$ cat config.mk
export PLATFORM = sky130hd
export DESIGN_NAME = rfpm_top
export DESIGN_NICKNAME = d
export VERILOG_FILES = /design/src/hw/rfpm_pkg.sv /design/src/hw/rfpm_sync.sv /design/src/hw/rfpm_clamp.sv /design/src/hw/rfpm_top.sv
export SDC_FILE = /design/constraint.sdc
export NUM_CORES = 1
export LEC_CHECK = 0
export ABC_AREA = 1
export BUFFER_PORTS_ARGS = -buffer_cell sky130_fd_sc_hd__buf_2
export CAP_MARGIN = 20
export CORE_MARGIN = 2
export CORE_UTILIZATION = 50
export CTS_CLUSTER_DIAMETER = 100
export DETAILED_ROUTE_END_ITERATION = 10
export PLACE_DENSITY = 0.69
export SYNTH_ARGS = -nofsm -noshare
export SYNTH_HDL_FRONTEND = slang
export SYNTH_SLANG_ARGS = --single-unit
$ cat constraint.sdc
create_clock -name clk_i -period 7.31 [get_ports clk_i]
set_input_delay 0.3655 -clock clk_i [delete_from_list [all_inputs] [get_ports clk_i]]
set_output_delay 0.3655 -clock clk_i [all_outputs]
set_load 0.02 [all_outputs]
$ cat src/hw/rfpm_pkg.sv
package rfpm_pkg;

   // Bus register byte offsets
   localparam logic [7:0] OFS_CTRL = 8'h00;
   localparam logic [7:0] OFS_TOGGLE = 8'h04;
   localparam logic [7:0] OFS_INTERVAL = 8'h08;
   localparam logic [7:0] OFS_WIDTH = 8'h0C;
   localparam logic [7:0] OFS_SYNC_DELAY = 8'h10;
   localparam logic [7:0] OFS_STEP = 8'h14;
   localparam logic [7:0] OFS_STEP_CMD = 8'h18;
   localparam logic [7:0] OFS_STATUS = 8'h1C;

   // Field positions
   localparam int CTRL_ENABLE_BIT = 0;
   localparam int CTRL_MODE_LSB = 1;
   localparam int CTRL_EXT_LOW_BIT = 3;
   localparam int CTRL_GATE_LOW_BIT = 4;
   localparam int TOGGLE_BIT = 0;
   localparam int STEP_UP_BIT = 0;
   localparam int STEP_DOWN_BIT = 1;

   // Timing, all settings held in 10 ns units
   localparam int UNIT_NS = 10;
   localparam int CLK_PERIOD_NS = 40;
   localparam logic [31:0] UNITS_PER_CLK = 32'(CLK_PERIOD_NS / UNIT_NS);
   localparam int INTERVAL_MIN_NS = 100;
   localparam int INTERVAL_MAX_NS = 1000000000;
   localparam int WIDTH_MIN_NS = 50;
   localparam int WIDTH_MAX_NS = 10000000;
   localparam int SYNC_GUARD_NS = 50;
   localparam int INTERVAL_PAD_NS = 120;
   localparam int STEP_MIN_NS = 10;
   localparam int STEP_MAX_NS = 5000000;
   localparam logic [31:0] INTERVAL_MIN = 32'(INTERVAL_MIN_NS / UNIT_NS);
   localparam logic [31:0] INTERVAL_MAX = 32'(INTERVAL_MAX_NS / UNIT_NS);
   localparam logic [31:0] WIDTH_MIN = 32'(WIDTH_MIN_NS / UNIT_NS);
   localparam logic [31:0] WIDTH_MAX = 32'(WIDTH_MAX_NS / UNIT_NS);
   localparam logic [31:0] SYNC_GUARD = 32'(SYNC_GUARD_NS / UNIT_NS);
   localparam logic [31:0] INTERVAL_PAD = 32'(INTERVAL_PAD_NS / UNIT_NS);
   localparam logic [31:0] STEP_MIN = 32'(STEP_MIN_NS / UNIT_NS);
   localparam logic [31:0] STEP_MAX = 32'(STEP_MAX_NS / UNIT_NS);

   // Reset values
   localparam logic [31:0] INTERVAL_RST = 32'h0000_0064;
   localparam logic [31:0] WIDTH_RST = 32'h0000_0032;
   localparam logic [31:0] SYNC_DELAY_RST = 32'h0000_0000;
   localparam logic [31:0] STEP_RST = 32'h0000_0001;

   localparam logic [1:0] RESP_OKAY = 2'h0;
   localparam logic [1:0] RESP_SLVERR = 2'h2;

   typedef enum logic [1:0] {MODE_EXT, MODE_CONT, MODE_GATED} rfpm_mode_t;

endpackage

$ cat src/hw/rfpm_sync.sv
`timescale 1ns/1ps
module rfpm_sync
   import rfpm_pkg::*;
#(
   parameter int W = 1
) (
   input wire logic clk_i,
   input wire logic rst_i,
   input wire logic [W-1:0] d_i,
   output logic [W-1:0] q_o
);
   logic [W-1:0] meta_q;
   logic [W-1:0] sync_q;

   always_ff @(posedge clk_i or posedge rst_i) begin
      if (rst_i) begin
         meta_q <= '0;
         sync_q <= '0;
      end else begin
         meta_q <= d_i;
         sync_q <= meta_q;
      end
   end

   assign q_o = sync_q;
endmodule

$ cat src/hw/rfpm_clamp.sv
`timescale 1ns/1ps
module rfpm_clamp
   import rfpm_pkg::*;
#(
   parameter logic [31:0] LO = 32'h0000_0000,
   parameter logic [31:0] HI = 32'hFFFF_FFFF
) (
   input wire logic [31:0] val_i,
   output logic [31:0] val_o
);
   assign val_o = (val_i < LO) ? LO : ((val_i > HI) ? HI : val_i);
endmodule

$ cat src/hw/rfpm_top.sv
`timescale 1ns/1ps
module rfpm_top
   import rfpm_pkg::*;
(
   input wire logic clk_i,
   input wire logic rst_i,
   input wire logic [7:0] s_axi_awaddr,
   input wire logic s_axi_awvalid,
   output logic s_axi_awready,
   input wire logic [31:0] s_axi_wdata,
   input wire logic [3:0] s_axi_wstrb,
   input wire logic s_axi_wvalid,
   output logic s_axi_wready,
   output logic [1:0] s_axi_bresp,
   output logic s_axi_bvalid,
   input wire logic s_axi_bready,
   input wire logic [7:0] s_axi_araddr,
   input wire logic s_axi_arvalid,
   output logic s_axi_arready,
   output logic [31:0] s_axi_rdata,
   output logic [1:0] s_axi_rresp,
   output logic s_axi_rvalid,
   input wire logic s_axi_rready,
   input wire logic gate_or_level_input_i,
   input wire logic internal_gen_fitted_i,
   input wire logic cont_gated_absent_i,
   output logic rf_on_o,
   output logic video_pulse_o,
   output logic sync_marker_output_o,
   output logic pulse_mod_enable_o
);
   // Pin side: pulse input and two option straps
   logic [2:0] pins_s;
   logic level_s;
   logic fitted_s;
   logic reduced_s;

   rfpm_sync #(.W(3)) u_sync (
      .clk_i(clk_i),
      .rst_i(rst_i),
      .d_i({cont_gated_absent_i, internal_gen_fitted_i, gate_or_level_input_i}),
      .q_o(pins_s)
   );
   assign level_s = pins_s[0];
   assign fitted_s = pins_s[1];
   assign reduced_s = pins_s[2];

   // Bus write side
   logic aw_have_q;
   logic w_have_q;
   logic [7:0] aw_addr_q;
   logic [31:0] w_data_q;
   logic [3:0] w_strb_q;
   logic bvalid_q;
   logic [1:0] bresp_q;
   logic wr_en;
   logic wr_hit;

   assign s_axi_awready = !aw_have_q && !bvalid_q;
   assign s_axi_wready = !w_have_q && !bvalid_q;
   assign wr_en = aw_have_q && w_have_q && !bvalid_q;
   assign wr_hit = (aw_addr_q[7:2] <= OFS_STATUS[7:2]) && (aw_addr_q[1:0] == 2'h0);

   always_ff @(posedge clk_i or posedge rst_i) begin
      if (rst_i) begin
         aw_have_q <= 1'b0;
         w_have_q <= 1'b0;
         aw_addr_q <= 8'h00;
         w_data_q <= 32'h0000_0000;
         w_strb_q <= 4'h0;
         bvalid_q <= 1'b0;
         bresp_q <= RESP_OKAY;
      end else begin
         if (s_axi_awvalid && s_axi_awready) begin
            aw_have_q <= 1'b1;
            aw_addr_q <= s_axi_awaddr;
         end else if (wr_en) begin
            aw_have_q <= 1'b0;
         end
         if (s_axi_wvalid && s_axi_wready) begin
            w_have_q <= 1'b1;
            w_data_q <= s_axi_wdata;
            w_strb_q <= s_axi_wstrb;
         end else if (wr_en) begin
            w_have_q <= 1'b0;
         end
         if (wr_en) begin
            bvalid_q <= 1'b1;
            bresp_q <= wr_hit ? RESP_OKAY : RESP_SLVERR;
         end else if (s_axi_bready) begin
            bvalid_q <= 1'b0;
         end
      end
   end

   assign s_axi_bvalid = bvalid_q;
   assign s_axi_bresp = bresp_q;

   function automatic logic [31:0] merge(input logic [31:0] old, input logic [31:0] nw,
                                         input logic [3:0] strb);
      logic [31:0] r;
      r = old;
      for (int i = 0; i < 4; i++) begin
         if (strb[i]) begin
            r[8*i +: 8] = nw[8*i +: 8];
         end
      end
      return r;
   endfunction

   function automatic logic wr_at(input logic en, input logic [7:0] a, input logic [7:0] ofs);
      return en && (a == ofs);
   endfunction

   // Control state
   logic enable_q;
   rfpm_mode_t mode_q;
   rfpm_mode_t mode_eff;
   logic ext_low_q;
   logic gate_low_q;
   logic [31:0] ctrl_new;
   logic [1:0] mode_req;
   logic mode_ok;
   logic internal_ok;

   // Internal modes need the generator and the full build
   assign internal_ok = fitted_s && !reduced_s;
   assign ctrl_new = merge({27'h0, gate_low_q, ext_low_q, mode_q, enable_q}, w_data_q, w_strb_q);
   assign mode_req = ctrl_new[CTRL_MODE_LSB +: 2];
   assign mode_ok = internal_ok && (mode_req == MODE_CONT || mode_req == MODE_GATED);
   // Strap can change after a mode was chosen, so gate it live too
   assign mode_eff = internal_ok ? mode_q : MODE_EXT;

   always_ff @(posedge clk_i or posedge rst_i) begin
      if (rst_i) begin
         mode_q <= MODE_EXT;
         ext_low_q <= 1'b0;
         gate_low_q <= 1'b0;
      end else if (wr_at(wr_en, aw_addr_q, OFS_CTRL)) begin
         mode_q <= mode_ok ? rfpm_mode_t'(mode_req) : MODE_EXT;
         ext_low_q <= ctrl_new[CTRL_EXT_LOW_BIT];
         gate_low_q <= ctrl_new[CTRL_GATE_LOW_BIT];
      end
   end

   always_ff @(posedge clk_i or posedge rst_i) begin
      if (rst_i) begin
         enable_q <= 1'b0;
      end else if (wr_at(wr_en, aw_addr_q, OFS_TOGGLE) && w_strb_q[0] && w_data_q[TOGGLE_BIT]) begin
         enable_q <= !enable_q;
      end
   end

   // Shared timing settings, one copy for every internal mode
   logic [31:0] interval_q;
   logic [31:0] width_q;
   logic [31:0] delay_q;
   logic [31:0] step_q;
   logic [31:0] width_req;
   logic [31:0] width_new;
   logic [31:0] ival_req;
   logic [31:0] ival_clamped;
   logic [31:0] ival_new;
   logic [31:0] delay_req;
   logic [31:0] delay_max;
   logic [31:0] delay_new;
   logic [31:0] step_req;
   logic [31:0] step_new;
   logic step_up;
   logic step_dn;

   assign step_up = wr_at(wr_en, aw_addr_q, OFS_STEP_CMD) && w_strb_q[0] && w_data_q[STEP_UP_BIT];
   assign step_dn = wr_at(wr_en, aw_addr_q, OFS_STEP_CMD) && w_strb_q[0]
                    && w_data_q[STEP_DOWN_BIT] && !w_data_q[STEP_UP_BIT];

   always_comb begin
      width_req = width_q;
      if (wr_at(wr_en, aw_addr_q, OFS_WIDTH)) begin
         width_req = merge(width_q, w_data_q, w_strb_q);
      end else if (step_up) begin
         width_req = width_q + step_q;
      end else if (step_dn) begin
         width_req = (width_q > step_q) ? width_q - step_q : 32'h0000_0000;
      end
   end

   rfpm_clamp #(.LO(WIDTH_MIN), .HI(WIDTH_MAX)) u_width_lim (
      .val_i(width_req),
      .val_o(width_new)
   );

   assign ival_req = wr_at(wr_en, aw_addr_q, OFS_INTERVAL) ?
                     merge(interval_q, w_data_q, w_strb_q) : interval_q;

   rfpm_clamp #(.LO(INTERVAL_MIN), .HI(INTERVAL_MAX)) u_ival_lim (
      .val_i(ival_req),
      .val_o(ival_clamped)
   );

   assign ival_new = (width_new > ival_clamped) ? width_new + INTERVAL_PAD : ival_clamped;

   // Sync delay may never reach the trailing edge region
   assign delay_max = width_new - SYNC_GUARD;
   assign delay_req = wr_at(wr_en, aw_addr_q, OFS_SYNC_DELAY) ?
                      merge(delay_q, w_data_q, w_strb_q) : delay_q;
   assign delay_new = (delay_req > delay_max) ? delay_max : delay_req;

   assign step_req = wr_at(wr_en, aw_addr_q, OFS_STEP) ? merge(step_q, w_data_q, w_strb_q) : step_q;

   rfpm_clamp #(.LO(STEP_MIN), .HI(STEP_MAX)) u_step_lim (
      .val_i(step_req),
      .val_o(step_new)
   );

   always_ff @(posedge clk_i or posedge rst_i) begin
      if (rst_i) begin
         interval_q <= INTERVAL_RST;
         width_q <= WIDTH_RST;
         delay_q <= SYNC_DELAY_RST;
         step_q <= STEP_RST;
      end else begin
         interval_q <= ival_new;
         width_q <= width_new;
         delay_q <= delay_new;
         step_q <= step_new;
      end
   end

   // Pulse generator: phase in 10 ns units, advanced once per clock
   logic [31:0] phase_q;
   logic [31:0] phase_adv;
   logic internal_mode;
   logic gen_pulse;
   logic gen_sync;

   assign internal_mode = (mode_eff == MODE_CONT) || (mode_eff == MODE_GATED);
   assign phase_adv = phase_q + UNITS_PER_CLK;

   // Wrap keeps the remainder so the average period stays exact
   always_ff @(posedge clk_i or posedge rst_i) begin
      if (rst_i) begin
         phase_q <= 32'h0000_0000;
      end else if (!internal_mode) begin
         phase_q <= 32'h0000_0000;
      end else if (phase_adv >= interval_q) begin
         phase_q <= (phase_adv - interval_q < interval_q) ? phase_adv - interval_q : 32'h0000_0000;
      end else begin
         phase_q <= phase_adv;
      end
   end

   assign gen_pulse = phase_q < width_q;
   assign gen_sync = (phase_q >= delay_q) && (phase_q < width_q);

   // Output stage, all registered
   logic gate_active;
   logic ext_on;
   logic rf_q;
   logic video_q;
   logic sync_q;

   assign ext_on = level_s ^ ext_low_q;
   assign gate_active = level_s ^ gate_low_q;

   always_ff @(posedge clk_i or posedge rst_i) begin
      if (rst_i) begin
         rf_q <= 1'b0;
         video_q <= 1'b0;
         sync_q <= 1'b0;
      end else begin
         video_q <= enable_q && internal_mode && gen_pulse;
         sync_q <= enable_q && internal_mode && gen_sync;
         unique case (mode_eff)
            MODE_EXT: rf_q <= enable_q && ext_on;
            MODE_CONT: rf_q <= enable_q && gen_pulse;
            MODE_GATED: rf_q <= enable_q && gen_pulse && gate_active;
            default: rf_q <= 1'b0;
         endcase
      end
   end

   assign rf_on_o = rf_q;
   assign video_pulse_o = video_q;
   assign sync_marker_output_o = sync_q;
   assign pulse_mod_enable_o = enable_q;

   // Bus read side
   logic rvalid_q;
   logic [31:0] rdata_q;
   logic [1:0] rresp_q;
   logic [31:0] rd_mux;
   logic rd_hit;

   assign s_axi_arready = !rvalid_q;

   always_comb begin
      rd_mux = 32'h0000_0000;
      rd_hit = (s_axi_araddr[1:0] == 2'h0);
      unique case (s_axi_araddr[7:2])
         OFS_CTRL[7:2]: rd_mux = {27'h0, gate_low_q, ext_low_q, mode_q, enable_q};
         OFS_TOGGLE[7:2]: rd_mux = 32'h0000_0000;
         OFS_INTERVAL[7:2]: rd_mux = interval_q;
         OFS_WIDTH[7:2]: rd_mux = width_q;
         OFS_SYNC_DELAY[7:2]: rd_mux = delay_q;
         OFS_STEP[7:2]: rd_mux = step_q;
         OFS_STEP_CMD[7:2]: rd_mux = 32'h0000_0000;
         OFS_STATUS[7:2]: rd_mux = {25'h0, internal_ok, fitted_s, level_s, sync_q, video_q,
                                    rf_q, enable_q};
         default: rd_hit = 1'b0;
      endcase
   end

   always_ff @(posedge clk_i or posedge rst_i) begin
      if (rst_i) begin
         rvalid_q <= 1'b0;
         rdata_q <= 32'h0000_0000;
         rresp_q <= RESP_OKAY;
      end else if (s_axi_arvalid && s_axi_arready) begin
         rvalid_q <= 1'b1;
         rdata_q <= rd_hit ? rd_mux : 32'h0000_0000;
         rresp_q <= rd_hit ? RESP_OKAY : RESP_SLVERR;
      end else if (s_axi_rready) begin
         rvalid_q <= 1'b0;
      end
   end

   assign s_axi_rvalid = rvalid_q;
   assign s_axi_rdata = rdata_q;
   assign s_axi_rresp = rresp_q;
endmodule

Word level (Yosys, flattened, before mapping)
Index checks and enable logic that the tools add are counted.
{ "totals": {"out_inout_bits": 45, "reg_bits": 258, "in_bits": 62, "word_cells": 163} }
{ "op_classes": {"n_bitwise": 2, "reduce_logical": 50, "n_lt_le_gt_ge": 14, "mux": 50, "addsub": 6, "n_eq_ne": 17} }
{ "ops": {"columns": ["operator", "count"], "rows": [
  ["$mux 32", 19],
  ["$pmux 32 s6", 1],
  ["$mux 8", 16],
  ["$gt 32x32->1", 3],
  ["$ge 32x32->1", 2],
  ["$lt 32x32->1", 2],
  ["$sub 32x32->32", 2],
  ["$add 32x3->32 const B", 1],
  ["$add 32x32->32", 1],
  ["$add 32x4->32 const B", 1],
  ["$gt 32x19->1 const B", 1],
  ["$gt 32x20->1 const B", 1],
  ["$gt 32x27->1 const B", 1],
  ["$lt 32x1->1 const B", 1],
  ["$lt 32x3->1 const B", 1],
  ["$lt 32x4->1 const B", 1],
  ["$sub 32x3->32 const B", 1],
  ["$logic_and 1x1->1", 30],
  ["$eq 6x3->1 const B", 4],
  ["$eq 8x5->1 const B", 3],
  ["$eq 8x4->1 const B", 2],
  ["$eq 6x2->1 const B", 2],
  ["$eq 8x3->1 const B", 1],
  ["$logic_not 8->1", 1],
  ["16 further kinds", 41]
]} }

Longest topological paths before layout
{ "depth": {"ltp_word": 15, "ltp_mapped": 52, "ltp_nobuf": 50} }

By module
From an unflattened synthesis, not the netlist that was laid out.
{ "hier_totals": {"hier_cells": 3934, "area_unflattened_um2": 26192.6} }
{ "by_module_without_submodules": {"columns": ["mod", "cells_each", "n_inst", "seq_area_each_um2", "area_per_inst_um2"], "rows": [
  ["rfpm_top", 3599, 1, 6264.8, 24365.9],
  ["rfpm_clamp (u_ival_lim)", 137, 1, 0.0, 674.4],
  ["rfpm_clamp (u_width_lim)", 101, 1, 0.0, 526.8],
  ["rfpm_clamp (u_step_lim)", 90, 1, 0.0, 471.7],
  ["rfpm_sync", 7, 1, 150.1, 153.9]
]} }

Least setup slack after synthesis
No wires, ideal clock.
{ "synth_timing": {"kind": "flip-flop to flip-flop", "startpoint": "register width_q[1]", "endpoint": "register delay_q[24]", "stages_incl_launch_ff": 50, "slack_ps": 1367, "period_less_slack_ps": 5943, "required_time_ps": 7177, "arrival_ps": 5810, "n_path_buf": 3, "cell_sequence": "dfstp_2 -> inv_1 -> fa_1 -> inv_1 -> nand3_1 -> nand2_1 -> nand2_1 -> nand2_2 -> nand2_1 -> nand2_2 -> nand2_2 -> nand2_2 -> buf_6 -> nand3_1 -> nand2_1 -> nand2_1 -> nand2_1 -> nand2_1 -> [... 14 more ...] -> nor2_4 -> nand2_1 -> nor2_1 -> nand2_1 -> xor2_1 -> inv_1 -> ha_1 -> nand2_1 -> o21ai_0 -> a21oi_1 -> nand3b_1 -> a31oi_1 -> nor3_1 -> nand4_1 -> nand2_1 -> inv_1 -> clkbuf_1 -> o21ai_0"} }
{ "synth_via": {"elab_chain_len": 11, "elab_cells_between_ends": 15, "cone_classes": "add/sub: 3; order compare: 4; mux: 8"} }
{ "synth_rtl": {"columns": ["element", "line_no", "source"], "rows": [
  ["start, declared", "rfpm_top.sv:156", "logic [31:0] width_q;"],
  ["start signal, assigned", "rfpm_top.sv:223", "width_q <= width_new;"],
  ["$sub 32x32->32 or $gt 32x32->1 (tied branches)", "rfpm_top.sv:183", "width_req = (width_q > step_q) ? width_q - step_q : 32'h0000_0000;"],
  ["$mux 32", "rfpm_top.sv:183", null],
  ["$mux 32", "rfpm_top.sv:182", "end else if (step_dn) begin"],
  ["$mux 32", "rfpm_top.sv:180", "end else if (step_up) begin"],
  ["$mux 32 *", "rfpm_top.sv:178", "if (wr_at(wr_en, aw_addr_q, OFS_WIDTH)) begin"],
  ["$gt 32x20->1", "rfpm_clamp.sv:11", "assign val_o = (val_i < LO) ? LO : ((val_i > HI) ? HI : val_i);"],
  ["$mux 32", "rfpm_clamp.sv:11", null],
  ["$mux 32 *", "rfpm_clamp.sv:11", null],
  ["named net u_width_lim.val_o[3]", "rfpm_clamp.sv:9", "output logic [31:0] val_o"],
  ["$sub 32x3->32 *", "rfpm_top.sv:203", "assign delay_max = width_new - SYNC_GUARD;"],
  ["$gt 32x32->1", "rfpm_top.sv:206", "assign delay_new = (delay_req > delay_max) ? delay_max : delay_req;"],
  ["$mux 32 *", "rfpm_top.sv:206", null],
  ["named net delay_new[24]", "rfpm_top.sv:166", "logic [31:0] delay_new;"],
  ["end signal, assigned", "rfpm_top.sv:224", "delay_q <= delay_new;"],
  ["end, declared", "rfpm_top.sv:157", "logic [31:0] delay_q;"]
]} }
The timed path passes the listed nets; every way through them passes the cells marked *.
A chain may end at the register's enable or synchronous reset.

Worst setup path in the final report
{ "layout_timing": {"startpoint": "register width_q[6]", "endpoint": "register delay_q[22]"} }
Same word-level chain as after synthesis.

==> results.md <==
* Outcome: completed
* Least-Margin Pin Slew at 1170 ps
* ANT nets after route at 0
* GRT Util Overall at 37.2%
* CP max stage delay at 540 ps
* CTS root buf: clkbuf_16
* Post-DR vias/cell at 5.72
* EDFF count, synth at 0
* Die W at about 230 um
* Clock Skew at around 17 ps
* Required time worst endpoint at 7810 ps
* CTS tree: built
* Global-route wire length before repair at 143 mm
* Worst path slowest cell: dfrtp_1
* Sw Ratio at 38.2%
* Seq/Total Area, Yosys at 26.0%
* Clock Sinks at 256
* Largest net degree at the start of global routing at 145
* DRT iter0 DRCs at 2,766
* Yosys warning count at 0
* Initial Util at 50.5%
* FF-to-FF setup slack at between 400 and 500 ps
* Die height at 226 um
* Synth Flop Type: dfrtp_1
* Post-layout util at between 50% and 60%
* Core area at 0.0488 mm^2
* I/O Pins at 107
* Gpl congestion at between 1 and 1.5
* Residual DRC at 0
* Most used cell, CP: nand2_1
* Die area at 0.0511 mm^2
* # setup viols final at 0
* Sw power at ~1.9 mW
* H-Tree Depth at 1
* Worst path top cell family by delay: simple AND/OR/NAND/NOR gates
* Drt wl/cell at 21.2 um
* #FFs+latches synth at 256
* Gr ovfl total at 0
* Cell Rows at roughly 80
* Vias at roughly 26,000
* CP endpoint kind: flop
* Leak Pwr at 14.7 nW
* Crit-path max FO at 13
* Post-layout instance area at about 0.027 mm^2
* CP bufs+invs at 9
* Minimum clock period at slightly below 7000 ps
* Initial antenna violation count at 2
* Avg Cell Area, Syn at just under 7 um^2
* Final Max Slew Viols at 0
* Clock share of power at around a third
* Post-DP HPWL at 77.0 mm
* Clock transition at path regs at ~70 ps
* Critical path type: reg2reg
* Fin. Hold Viols at 0
* Mapped Cells at about 3,700
* Hold Crit Class: in2reg
* Vias in the first global route at ~24,000
* Max-cap violations at 0
* Placed instance area at 0.0261 mm^2
* Gate power share at a little over 30%
* Clock buffer count from CTS at 30
* 1st-pass router iterations at 6
* Fmax at 146 MHz
* Setup TNS at 0 ps
* Nets at 4,135
* Clk buf depth at 3
* Port bufs at 104
* Power, Total at 4.93 mW
* Critical path arrival at about 7400 ps
* Worst-Skew Late Latency at 600 ps
* Async S/R FF share, synth at 100%
* Layout cells sized above 1 at 9.09%
* Power per cell area at about 180 mW/mm^2
* Synthesized cell area at approximately 0.025 mm^2
* Worst setup SP type: flop
* Total wire length at 95.3 mm
* Synth cell types at 69
* Flop pwr share at 36.1%
* Relative slew slack at 22.3%
* Int Pwr at 3.04 mW
* Syn-to-layout area delta at 11.0%
* Maximum VDD drop at 0.000267 V
* Final critical-path share of the clock period at just over 90%
path summary, 6_finish.rpt:
kind	depth (start not counted)	to	from
max	47	delay_q[22]	width_q[6]
min	2	w_data_q[23]	s_axi_wdata[23]
max reg2reg	47	delay_q[22]	width_q[6]
min reg2reg	0	u_sync.q_o[2]	u_sync.meta_q[2]
max in group asynchronous	5	s_axi_rdata[20]	rst_i
min in group asynchronous	4	aw_addr_q[1]	rst_i
layer usage:
layer	vias to the layer above	global-route usage [%]	wire length [um]
li1	12295	-	-
met1	11765	48.7	39700
met2	1308	56.6	39900
met3	340	5.80	7970
met4	0	25.2	7730
met5	-	0	0
registers in the layout, summed over array words and instances, names as in the netlist, 3 cells and up:
| signal | count |
|---|---|
| delay_q | 32 |
| interval_q | 32 |
| phase_q | 32 |
| s_axi_rdata | 32 |
| step_q | 32 |
| w_data_q | 32 |
| width_q | 32 |
| aw_addr_q | 8 |
| w_strb_q | 4 |
| u_sync.meta_q | 3 |
| u_sync.q_o | 3 |
cells in the mapped netlist, types with 18 or more instances:
library cell  instances  area share [%]
clkbuf_1             49            0.75
buf_2                26            0.53
nor2_1              314             4.8
o22ai_1             138             3.5
nand3_1             207             4.2
ha_1                261              13
dfrtp_1             249              25
nor3_1               57             1.2
xor2_1               75             2.7
o211ai_1             19            0.58
o21ai_0             152             3.1
inv_1               616             9.4
nand2_2              18            0.46
nor4_1               21            0.53
nand2_1             843              13
nand4_1              77             2.0
a21oi_1             241             4.9
cell usage in the layout, fill, tap and decap left out, types with 8 or more instances in the layout:
master / synthesis / layout
nand2_1: 843 / 838
inv_1: 616 / 615
nor2_1: 314 / 312
ha_1: 261 / 258
dfrtp_1: 249 / 248
a21oi_1: 241 / 241
nand3_1: 207 / 206
o21ai_0: 152 / 152
o22ai_1: 138 / 138
buf_2: 26 / 104
nand4_1: 77 / 77
xor2_1: 75 / 74
nor3_1: 57 / 56
conb_1: 2 / 55
buf_4: 11 / 47
clkbuf_16: 0 / 31
nand2_2: 18 / 22
nor4_1: 21 / 19
o211ai_1: 19 / 19
mux2_2: 16 / 16
nor2_2: 15 / 16
inv_2: 16 / 16
o21bai_1: 15 / 15
xnor2_1: 15 / 15
a221oi_1: 15 / 15
dlygate4sd3_1: 0 / 14
nor2_4: 11 / 12
o21ai_1: 12 / 12
a31oi_1: 11 / 11
nand3_2: 10 / 11
a211oi_1: 10 / 10
o21a_1: 9 / 9
a22o_1: 9 / 9
a21o_1: 8 / 8
cells by family (layout without fill, tap and decap cells):
| group | Yosys count | count (layout) | synth area share [%] |
|---|---|---|---|
| muxes | 17 | 17 | 0.771 |
| DFF | 256 | 256 | 26.0 |
| buffers and inverters | 735 | 859 | 11.7 |
| AOI/OAI and AO/OA | 684 | 684 | 16.3 |
| and+or+nand+nor | 1604 | 1604 | 28.4 |
| other | 2 | 56 | 0.0305 |
| adders and majority gates | 264 | 264 | 13.5 |
| xor gates and xnor gates | 90 | 90 | 3.20 |
metrics by stage:
step | setup WS (ps) | hold slack (ps) | instances
after floorplan | 1370 | 331 | 3705
after global placement | 296 | 331 | 4424
after detailed placement | 295 | 335 | 4424
after CTS | 243 | 1.78 | 4490
after global routing | -24.4 | 14.1 | 4493
final | 468 | 9.53 | 4494
power by group through the flow:
stage	combinational [mW]	sequential (mW)	clock, mW
after floorplan	1.01	1.73	0
after global placement	1.45	1.79	0
after detailed placement	1.45	1.80	0
after CTS	1.47	1.77	1.65
after global routing	1.67	1.80	1.70
final	1.51	1.78	1.63
repair_timing:
action / CTS / global route
hold buffers: 14 / 0
gates resized for setup: 0 / 16
setup endpoints to repair: 0 / 32
setup buffers: 0 / 2
endpoints found under the hold margin: 45 / 0
cell type report:
type                       instances  area [um^2]
antenna                            1         2.50
inverter                         639         2400
sequential                       256         6420
timing repair buffer             168         1060
tap                              664          831
clock inverter                    12          174
multi-input combinational       2714        15600
fill                            4985        21500
clock buffer                      40          880
(Power assumes the default switching activity.)
